--- src/common/por_seq_map.svh ---
`ifndef POR_SEQ_MAP_SVH
`define POR_SEQ_MAP_SVH

// Register byte offsets
`define OFS_CFG 8'h00
`define OFS_KEEP 8'h04
`define OFS_VNORM 8'h08
`define OFS_VFORCE 8'h0C
`define OFS_WRSEL 8'h10
`define OFS_STATUS 8'h14

// Configuration field positions
`define CFG_AUTO 0
`define CFG_OFF_HW 1
`define CFG_OFF_COLD 2
`define CFG_RSTIN_COLD 3
`define CFG_GATE_BYP 4
`define CFG_OSC_BYP 5

// Reset values
`define CFG_RST 6'h01
`define WRSEL_RST 1'b0

// Auto-shutdown window, slow clock rate
`define HOLD_WINDOW_S 8
`define SLOW_HZ 32768
`define HOLD_TICKS (`HOLD_WINDOW_S * `SLOW_HZ)

// AXI responses
`define RESP_OKAY 2'h0
`define RESP_SLVERR 2'h2

`endif

--- src/common/por_seq_pkg.sv ---
package por_seq_pkg;

  typedef enum logic [4:0] {
    st_off = 5'h01,
    st_up = 5'h02,
    st_act = 5'h04,
    st_slp = 5'h08,
    st_dn = 5'h10
  } pwr_state_t;

  // One-hot sequence kind
  typedef enum logic [2:0] {
    seq_o2a = 3'h1,
    seq_a2o = 3'h2,
    seq_s2o = 3'h4
  } seq_kind_t;

  typedef struct packed {
    logic osc_bypass;
    logic gate_bypass;
    logic rstin_cold;
    logic off_cold;
    logic off_hardware_level_reset;
    logic auto_keepalive_mode;
  } cfg_t;

  typedef struct packed {
    logic set_sel;
    logic [1:0] seq_sel;
  } boot_sel_t;

endpackage

--- src/design/power_on_reset_sequencer.sv ---
// Our own choices: the placing of the registers and the AXI4-Lite register port.
`timescale 1ns/1ps

`include "por_seq_map.svh"

module power_on_reset_sequencer
  import por_seq_pkg::*;
#(
  parameter int HOLD_TICKS = `HOLD_TICKS
)
(
  // Clock and power-on reset
  input wire logic clock,
  input wire logic sys_rst,
  // AXI4-Lite slave
  input wire logic [7:0] awaddr,
  input wire logic awvalid,
  output logic awready,
  input wire logic [31:0] wdata,
  input wire logic [3:0] wstrb,
  input wire logic wvalid,
  output logic wready,
  output logic [1:0] bresp,
  output logic bvalid,
  input wire logic bready,
  input wire logic [7:0] araddr,
  input wire logic arvalid,
  output logic arready,
  output logic [31:0] rdata,
  output logic [1:0] rresp,
  output logic rvalid,
  input wire logic rready,
  // Host-facing pins
  input wire logic on_request,
  input wire logic hold_on_pin,
  input wire logic warm_reset_pin_n,
  input wire logic reset_in,
  input wire logic sleep_request,
  input wire logic boot_select_first,
  input wire logic boot_select_second,
  output logic reset_out,
  // Clock status
  input wire logic slow_tick,
  input wire logic xtal_stable,
  input wire logic ext32k_stable,
  // OTP voltage codes per set
  input wire logic [6:0] otp_vcode_set0,
  input wire logic [6:0] otp_vcode_set1,
  // Sequencer engine
  output logic seq_start,
  output logic [2:0] seq_kind,
  output logic [1:0] seq_sel,
  output logic set_sel,
  output logic [1:0] seq_branch,
  output logic warm_run,
  input wire logic seq_done,
  // Reset level strobes and voltage outputs
  output logic hardware_level_reset,
  output logic switchoff_level_reset,
  output logic [6:0] vcode_normal,
  output logic [6:0] vcode_forced
);

  pwr_state_t state;
  pwr_state_t next_state;
  cfg_t cfg;
  boot_sel_t boot;
  logic boot_taken;
  logic keepalive_bit;
  logic wrsel;
  logic held;
  logic cold_pend;
  logic warm_d;
  logic vload;
  logic [19:0] win_cnt;
  logic go_seq;
  seq_kind_t go_kind;
  logic hw_hit;
  logic swo_hit;
  logic warm_go;
  logic take_boot;
  logic cold_now;

  // Event decode
  wire clk_ok = cfg.gate_bypass
    || (cfg.osc_bypass ? ext32k_stable : xtal_stable);
  wire hold_any = hold_on_pin || keepalive_bit;
  wire win_exp = (win_cnt == HOLD_TICKS[19:0]);
  wire rel_off = !hold_any && (held || win_exp);
  wire off_evt = rel_off || reset_in;
  wire warm_evt = warm_d && !warm_reset_pin_n;
  wire enter_act = (state == st_up) && seq_done;
  wire [6:0] otp_code = boot.set_sel ? otp_vcode_set1 : otp_vcode_set0;
  wire v_reload = vload || hw_hit || swo_hit || (warm_go && wrsel);

  // Bus decode
  wire wr_go = awvalid && wvalid && !bvalid;
  wire rd_go = arvalid && !rvalid;
  wire wr_cfg = wr_go && wstrb[0] && (awaddr == `OFS_CFG);
  wire wr_keep = wr_go && wstrb[0] && (awaddr == `OFS_KEEP);
  wire wr_vn = wr_go && wstrb[0] && (awaddr == `OFS_VNORM);
  wire wr_vf = wr_go && wstrb[0] && (awaddr == `OFS_VFORCE);
  wire wr_ws = wr_go && wstrb[0] && (awaddr == `OFS_WRSEL);
  wire wr_hit = (awaddr == `OFS_CFG) || (awaddr == `OFS_KEEP)
    || (awaddr == `OFS_VNORM) || (awaddr == `OFS_VFORCE)
    || (awaddr == `OFS_WRSEL) || (awaddr == `OFS_STATUS);
  wire rd_hit = (araddr == `OFS_CFG) || (araddr == `OFS_KEEP)
    || (araddr == `OFS_VNORM) || (araddr == `OFS_VFORCE)
    || (araddr == `OFS_WRSEL) || (araddr == `OFS_STATUS);
  wire [31:0] status_word = {21'h00_0000, held, boot_taken, boot.seq_sel,
    boot.set_sel, reset_out, state};
  wire [31:0] rd_mux =
    (araddr == `OFS_CFG) ? {26'h000_0000, cfg} :
    (araddr == `OFS_KEEP) ? {31'h0000_0000, keepalive_bit} :
    (araddr == `OFS_VNORM) ? {25'h000_0000, vcode_normal} :
    (araddr == `OFS_VFORCE) ? {25'h000_0000, vcode_forced} :
    (araddr == `OFS_WRSEL) ? {31'h0000_0000, wrsel} :
    (araddr == `OFS_STATUS) ? status_word : 32'h0000_0000;

  assign awready = wr_go;
  assign wready = wr_go;
  assign arready = rd_go;

  always_comb
  begin
    next_state = state;
    go_seq = 1'b0;
    go_kind = seq_o2a;
    hw_hit = 1'b0;
    swo_hit = 1'b0;
    warm_go = 1'b0;
    take_boot = 1'b0;
    cold_now = 1'b0;
    case (state)
      st_off:
      begin
        if (on_request && !reset_in)
        begin
          take_boot = !boot_taken;
          go_seq = 1'b1;
          next_state = st_up;
        end
      end
      st_up:
      begin
        if (seq_done)
          next_state = st_act;
      end
      st_act, st_slp:
      begin
        if (off_evt)
        begin
          go_seq = 1'b1;
          go_kind = (state == st_act) ? seq_a2o : seq_s2o;
          hw_hit = cfg.off_hardware_level_reset;
          swo_hit = !cfg.off_hardware_level_reset;
          cold_now = reset_in ? cfg.rstin_cold : cfg.off_cold;
          next_state = st_dn;
        end
        else if (warm_evt)
        begin
          go_seq = 1'b1;
          warm_go = 1'b1;
          next_state = st_up;
        end
        else if (state == st_act && sleep_request)
          next_state = st_slp;
        else if (state == st_slp && !sleep_request)
          next_state = st_act;
      end
      st_dn:
      begin
        if (seq_done)
        begin
          if (cold_pend && !reset_in)
          begin
            go_seq = 1'b1;
            next_state = st_up;
          end
          else
            next_state = st_off;
        end
      end
      default:
        next_state = st_off;
    endcase
  end

  // Power-on domain: state, config, boot selection
  always_ff @(posedge clock or posedge sys_rst)
  begin
    if (sys_rst)
    begin
      state <= st_off;
      cfg <= `CFG_RST;
      boot <= '0;
      boot_taken <= 1'b0;
      warm_d <= 1'b1;
    end
    else
    begin
      state <= next_state;
      warm_d <= warm_reset_pin_n;
      if (wr_cfg)
        cfg <= wdata[5:0];
      if (take_boot)
      begin
        boot_taken <= 1'b1;
        boot.set_sel <= boot_select_first;
        boot.seq_sel <= boot_select_first ? 2'h2 :
          (boot_select_second ? 2'h1 : 2'h0);
      end
    end
  end

  // Hardware domain: keep-alive bit and its window
  always_ff @(posedge clock or posedge sys_rst)
  begin
    if (sys_rst)
      keepalive_bit <= 1'b0;
    else if (enter_act && cfg.auto_keepalive_mode)
      keepalive_bit <= 1'b1;
    else if (hw_hit)
      keepalive_bit <= 1'b0;
    else if (wr_keep)
      keepalive_bit <= wdata[0];
  end

  always_ff @(posedge clock or posedge sys_rst)
  begin
    if (sys_rst)
    begin
      held <= 1'b0;
      win_cnt <= 20'h0_0000;
    end
    // Held survives sleep, so a pin drop there still means OFF
    else if (enter_act || (state != st_act && state != st_slp))
    begin
      held <= 1'b0;
      win_cnt <= 20'h0_0000;
    end
    else if (hold_any)
      held <= 1'b1;
    else if (!held && slow_tick && !win_exp && state == st_act)
      win_cnt <= win_cnt + 20'h0_0001;
  end

  // Switch-off domain: voltage codes and warm reload select
  always_ff @(posedge clock or posedge sys_rst)
  begin
    if (sys_rst)
    begin
      vload <= 1'b1;
      wrsel <= `WRSEL_RST;
      vcode_normal <= 7'h00;
      vcode_forced <= 7'h00;
    end
    else
    begin
      vload <= 1'b0;
      if (hw_hit || swo_hit)
        wrsel <= `WRSEL_RST;
      else if (wr_ws)
        wrsel <= wdata[0];
      if (v_reload)
      begin
        vcode_normal <= otp_code;
        vcode_forced <= otp_code;
      end
      else
      begin
        if (wr_vn)
          vcode_normal <= wdata[6:0];
        if (wr_vf)
          vcode_forced <= wdata[6:0];
      end
    end
  end

  // Sequencer handoff and reset strobes
  always_ff @(posedge clock or posedge sys_rst)
  begin
    if (sys_rst)
    begin
      seq_start <= 1'b0;
      seq_kind <= seq_o2a;
      warm_run <= 1'b0;
      cold_pend <= 1'b0;
      hardware_level_reset <= 1'b0;
      switchoff_level_reset <= 1'b0;
      seq_branch <= 2'h0;
    end
    else
    begin
      seq_start <= go_seq;
      hardware_level_reset <= hw_hit;
      switchoff_level_reset <= swo_hit;
      seq_branch <= {boot_select_second, boot_select_first};
      if (go_seq)
      begin
        seq_kind <= go_kind;
        warm_run <= warm_go;
      end
      if (state != st_dn)
        cold_pend <= cold_now;
    end
  end

  assign seq_sel = boot.seq_sel;
  assign set_sel = boot.set_sel;

  // Host reset release
  always_ff @(posedge clock or posedge sys_rst)
  begin
    if (sys_rst)
      reset_out <= 1'b0;
    else
      reset_out <= (next_state == st_act || next_state == st_slp)
        && clk_ok;
  end

  // AXI response channels
  always_ff @(posedge clock or posedge sys_rst)
  begin
    if (sys_rst)
    begin
      bvalid <= 1'b0;
      bresp <= `RESP_OKAY;
    end
    else if (wr_go)
    begin
      bvalid <= 1'b1;
      bresp <= wr_hit ? `RESP_OKAY : `RESP_SLVERR;
    end
    else if (bready)
      bvalid <= 1'b0;
  end

  always_ff @(posedge clock or posedge sys_rst)
  begin
    if (sys_rst)
    begin
      rvalid <= 1'b0;
      rresp <= `RESP_OKAY;
      rdata <= 32'h0000_0000;
    end
    else if (rd_go)
    begin
      rvalid <= 1'b1;
      rresp <= rd_hit ? `RESP_OKAY : `RESP_SLVERR;
      rdata <= rd_mux;
    end
    else if (rready)
      rvalid <= 1'b0;
  end

endmodule

--- config.mk ---
export PLATFORM = sky130hd
export DESIGN_NAME = power_on_reset_sequencer
export DESIGN_NICKNAME = d
export VERILOG_FILES = /design/src/common/por_seq_pkg.sv /design/src/design/power_on_reset_sequencer.sv
export VERILOG_INCLUDE_DIRS = /design/src /design/src/common
export SDC_FILE = /design/constraint.sdc
export NUM_CORES = 1
export LEC_CHECK = 0
export BUFFER_PORTS_ARGS = -buffer_cell sky130_fd_sc_hd__buf_4
export CORE_ASPECT_RATIO = 1.2
export CORE_MARGIN = 2
export CORE_UTILIZATION = 50
export CTS_CLUSTER_SIZE = 25
export DETAILED_ROUTE_END_ITERATION = 12
export PLACE_DENSITY = 0.8
export SLEW_MARGIN = 20
export SYNTH_ARGS = -nofsm -noshare
export SYNTH_HDL_FRONTEND = slang
export SYNTH_SLANG_ARGS = --single-unit
--- constraint.sdc ---
create_clock -name clock -period 6.76 [get_ports clock]
set_input_delay 0.338 -clock clock [delete_from_list [all_inputs] [get_ports clock]]
set_output_delay 0.338 -clock clock [all_outputs]
set_load 0.03 [all_outputs]
After elaboration in Yosys (flattened, before gate mapping)
Index checks and enable logic that the tools add are counted.
Cells by class
  equal/unequal tests: 22
  reductions and logical operators: 65
  add/subtract/negate cells: 1
  muxes and demuxes: 59
Operator list (number)
  2-to-1 mux 11 bit: 6
  2-to-1 mux 20 bit: 3
  2-to-1 mux 5 bit: 7
  2-to-1 mux 7 bit: 5
  == test 8 x 4 -> 1 bit (second input constant): 4
  == test 8 x 5 -> 1 bit (second input constant): 4
  2-to-1 mux 1 bit: 29
  logical AND 1 bit: 23
  adder 20 x 1 -> 20 bit (second input constant): 1
  == test 20 x 19 -> 1 bit (second input constant): 1
  logical OR 1 bit: 20
  case mux 5 bit (4 select lines): 1
  == test 8 x 3 -> 1 bit (second input constant): 2
  logical NOT 8 bit: 2
  nonzero test 2 bit: 7
  == test 5 x 3 -> 1 bit (second input constant): 2
  == test 5 x 4 -> 1 bit (second input constant): 2
  logical NOT 1 bit: 10
  2-to-1 mux 3 bit: 3
  2-to-1 mux 2 bit: 4
  == test 5 x 1 -> 1 bit (second input constant): 1
  == test 5 x 2 -> 1 bit (second input constant): 1
  == test 5 bit (second input constant): 1
  != test 5 x 3 -> 1 bit (second input constant): 1
  7 further kinds: 7
Word-level totals
  output and inout port bits: 68
  bits of input ports: 84
  word-level logic and storage cells: 178
  register bits after elaboration: 103

Depth between registers and ports, before layout
  depth after elaboration: 10
  gate-level depth with buffers: 8
  mapped depth without buffers: 7

Worst setup path after synthesis
Ideal clock, no wire load.
  path type: register to register
  start: register bvalid
  end: register cfg[1] in the netlist's numbering
  required time: 6.635 ns
  arrival: 1.888 ns
  setup time: 0.125 ns
  path slack: 4.747 ns
  cell stages (with the launch flop): 5
  period minus slack after synthesis: 2.013 ns
  buffers on the path: 1
  path through: dfrtp_1 nor2_1 and4b_1 buf_2 mux2_2
On the way
  cells in the longest elaborated chain, start to end: 4
RTL lines
  start: declaration: RTL line power_on_reset_sequencer.sv:24  | output logic bvalid,
  start signal: assignment: RTL line power_on_reset_sequencer.sv:327  | bvalid <= 1'b0;
  start signal: assignment: RTL line power_on_reset_sequencer.sv:332  | bvalid <= 1'b1;
  start signal: assignment: RTL line power_on_reset_sequencer.sv:336  | bvalid <= 1'b0;
  logical NOT 1 bit: RTL line power_on_reset_sequencer.sv:97  | wire wr_go = awvalid && wvalid && !bvalid;
  logical AND 1 bit: RTL line power_on_reset_sequencer.sv:97
  named net awready: RTL line power_on_reset_sequencer.sv:18  | output logic awready,
  logical AND 1 bit (2 in a row): RTL line power_on_reset_sequencer.sv:99  | wire wr_cfg = wr_go && wstrb[0] && (awaddr == `OFS_CFG);
  end signal: assignment: RTL line power_on_reset_sequencer.sv:195  | cfg <= `CFG_RST;
  end signal: assignment: RTL line power_on_reset_sequencer.sv:205  | cfg <= wdata[5:0];
  end: declaration: RTL line power_on_reset_sequencer.sv:66  | cfg_t cfg;
The timed path passes the listed nets, and every way through them passes these cells.
A chain may end at the register's enable or synchronous reset.

Final worst setup path
  start: register win_cnt[0]
  end: register win_cnt[11]
On the way
  cells in the longest elaborated chain, start to end: 6
  elaborated cells on any way between the ends: 10
  those cells by class: add/sub (1); eq/ne (1); mux (3); reduce/logical (5)
RTL lines
  start: declaration: RTL line power_on_reset_sequencer.sv:75  | logic [19:0] win_cnt;
  start signal: assignment: RTL line power_on_reset_sequencer.sv:245  | win_cnt <= win_cnt + 20'h0_0001;
  parallel branches: the longest is 6 deep, another holds adder 20 x 1 -> 20 bit
Parallel ways; which one is timed is not known. The select of a mux whose other input is x is not followed.

==> impl_metrics.tcl <==
set metrics [dict create \
    status "complete, no violations" \
    cts.sinks 79 \
    internal_power_mw 0.834 \
    powerDensity_nw_per_um2 242 \
    cts_tree "yes" \
    yosysWarnings 0 \
    postCtsResizedCells 0 \
    synth_edf_count 0 \
    cts-root-buf "clkbuf_8" \
    tightest_slew_ns 0.725 \
    final_core_util 0.614 \
    htreeDepth 3 \
    switching_share 0.342 \
    io_buffers 100 \
    seq_area_frac_synth 0.457 \
    layout_common_cells "buf_4, dfrtp_1, nor2_1" \
    die_height_um 106 \
    num_rows 37 \
    arrival_ns 2.56 \
    path_delay_family "compound AO/OA/AOI/OAI gates" \
    max_stage_delay_ns 0.64 \
    drtIter0Drc 228 \
    setup_tns_ns 0 \
    setup_viol_count_final 0 \
    drt_drc_violations_left 0 \
    antenna_left 0 \
    ir_drop_v 0.000175 \
    p_comb_frac 0.288 \
    required_ns 7.03 \
    crit_buf_inv 1 \
    p_switching_mw 0.434 \
    fin_crit_sh 0.339 \
    routed-via-count 3506 \
    dieArea_um2 9440 \
    async_flop_share 1.00 \
    synth.cell_area_um2 4340 \
    vias_per_cell 5.47 \
    insertion_delay_ns 0.35 \
    synth_top_flop_cell "dfrtp_1" \
    routedWlPerCell_um 15.5 \
    gp_congestion 0.891 \
    n_antenna_cell 0 \
    synthTopCellsByArea "dfrtp_1, mux2i_1, buf_4" \
    final_common_cell "buf_4" \
    syn-mean-instance-area_um2 10.2 \
    syn_inst 425 \
    start_util 0.509 \
    num-nets-final 605 \
    yosysTopAreaCell "dfrtp_1" \
    hold_viol_final 0 \
    setup.worst_path.end_class "flip-flop" \
    grt_max_degree 80 \
    path_class "flip-flop to flip-flop" \
    cts_hold_buf 0 \
    fmax_ghz 0.437 \
    clock_skew_ns 0.0125 \
    p_clk_frac 0.256 \
    numCtsBuffers 9 \
    track_usage 0.225 \
    fin_area_um2 5230 \
    drv_cap 0 \
    wl_um 9940 \
    syn2layout_area_growth_pct 20.7 \
    grt_pass1_wl_um 16600 \
    crit_fanout 12 \
    core_um2 8520 \
    n_fill_cell 731 \
    relSlewSlack 0.516 \
    placed_area_um2 5050 \
    fp.dieW_um 89.0 \
    clockBufferDepth 2 \
    io_pins 152 \
    cts_setup_buffers 0 \
    final_layout_size_suffix_gt1_frac 0.286 \
    rsz0062_at_grt "false" \
    ys_types 66 \
    holdCritPathClass "input pin to flip-flop" \
    yosys_register_bits 79 \
    clkTransAtPathRegs_ns 0.08 \
    startpoint_type "flip-flop" \
    crit_chain "inv_1 -> ha_1 -> nor4b_2 -> nand4_4 -> o21bai_1 -> o21ai_0 -> a21oi_1" \
    drt-pass1-iter-count 4 \
    slew_viol_final 0 \
    grt_antenna_before_repair 0 \
    leakage_nw 2.33 \
    slowest_stage "o21bai_1" \
    seq_power_share 0.456 \
    gr-total-overflow 0 \
    first_global_vias 3444 \
    finalCriticalPeriod_ns 2.29 \
    place.detailed.hpwl_um 7470 \
    synth_top_cell_area_share 0.427 \
]
-- final timing paths --
path | start | end | slack [ns] | cells past startpoint
max | win_cnt[0]$_DFFE_PP0P_ | win_cnt[11]$_DFFE_PP0P_ | 4.47 | 7
max in group asynchronous | sys_rst | rdata[0]$_DFFE_PP0P_ | 6.09 | 3
max reg2reg | win_cnt[0]$_DFFE_PP0P_ | win_cnt[11]$_DFFE_PP0P_ | 4.47 | 7
min reg2reg | rdata[9]$_DFFE_PP0P_ | rdata[9]$_DFFE_PP0P_ | 0.47 | 2
min in group asynchronous | sys_rst | seq_start$_DFF_PP0_ | 0.19 | 3
min | boot_select_second | seq_branch[1]$_DFF_PP0_ | 0.11 | 1
-- sequential cells by signal, indices dropped and copies added (netlist names), 2 cells and up --
register      flops
cfg               6
vcode_normal      7
seq_kind          3
vcode_forced      7
rdata            11
win_cnt          20
seq_branch        2
state             5
-- metrics by stage --
stage               power, mW  std cells  hold slack, ns  setup slack [ns]
floorplan               0.826        448           0.342              4.41
global placement        0.943        625           0.456              4.56
detailed placement      0.953        625           0.458              4.48
CTS                      1.28        641          0.0887              4.46
global route             1.33        641          0.0906              4.17
finish                   1.27        641           0.109              4.47
-- power by group through the flow --
| stage | Combinational, mW | Clock [mW] | Sequential (mW) |
|---|---|---|---|
| floorplan | 0.181 | 0 | 0.645 |
| global placement | 0.359 | 0 | 0.584 |
| detailed placement | 0.367 | 0 | 0.586 |
| CTS | 0.368 | 0.332 | 0.578 |
| global route | 0.392 | 0.349 | 0.585 |
| finish | 0.365 | 0.325 | 0.578 |
-- cell families after synthesis --
| kind of cell | share of synthesized area |
|---|---|
| mux | 0.0975 |
| other cells | 0.000865 |
| buf+inv | 0.0762 |
| xor+xnor | 0.0121 |
| compound gates | 0.146 |
| simple gates | 0.204 |
| fa+ha+maj | 0.00577 |
| flops | 0.457 |
-- metal layers --
layer | routed length (um) | GRT usage
met4 | 147 | 0.0736
met2 | 5530 | 0.395
met1 | 3840 | 0.271
met3 | 424 | 0.0458
met5 | 0 | 0
-- synth_stat cells, types with 2 or more instances --
library cell  count
o22ai_1           2
nand4_1          10
nor3b_1           2
a21oi_1          12
or3_1            12
o21a_1            3
xor2_1            3
nor2b_1           6
nand3_1          17
a221oi_1          5
and4b_1           2
or4_4             2
nor2_1           35
ha_1              2
dfstp_2           5
buf_2             3
a32o_1            2
a21boi_1         13
dfrtp_1          74
buf_4            26
xnor2_1           3
buf_6             3
clkbuf_1          8
nor3_1            6
inv_1            13
nand2b_1          2
o31ai_1           2
and2_1            3
o21ai_2           2
o211ai_1          5
nor4_2            4
a31oi_1           2
and3_1            2
o21ai_0          31
mux2i_1          31
nand2_1          27
mux2_2            8
and3b_1           2
nor4_1            3
nand3b_1          4
nor4b_2           3
-- area by class of cell --
| cell class | instances | area, um^2 | share of cell area |
|---|---|---|---|
| clock buffers | 16 | 180 | 0.0344 |
| inverters | 14 | 52.6 | 0.0100 |
| multi-input cells | 314 | 2110 | 0.403 |
| flip-flops and latches | 79 | 1980 | 0.379 |
| well taps | 117 | 146 | 0.0280 |
| repair buffers | 101 | 762 | 0.146 |
(Power assumes the default switching activity.)
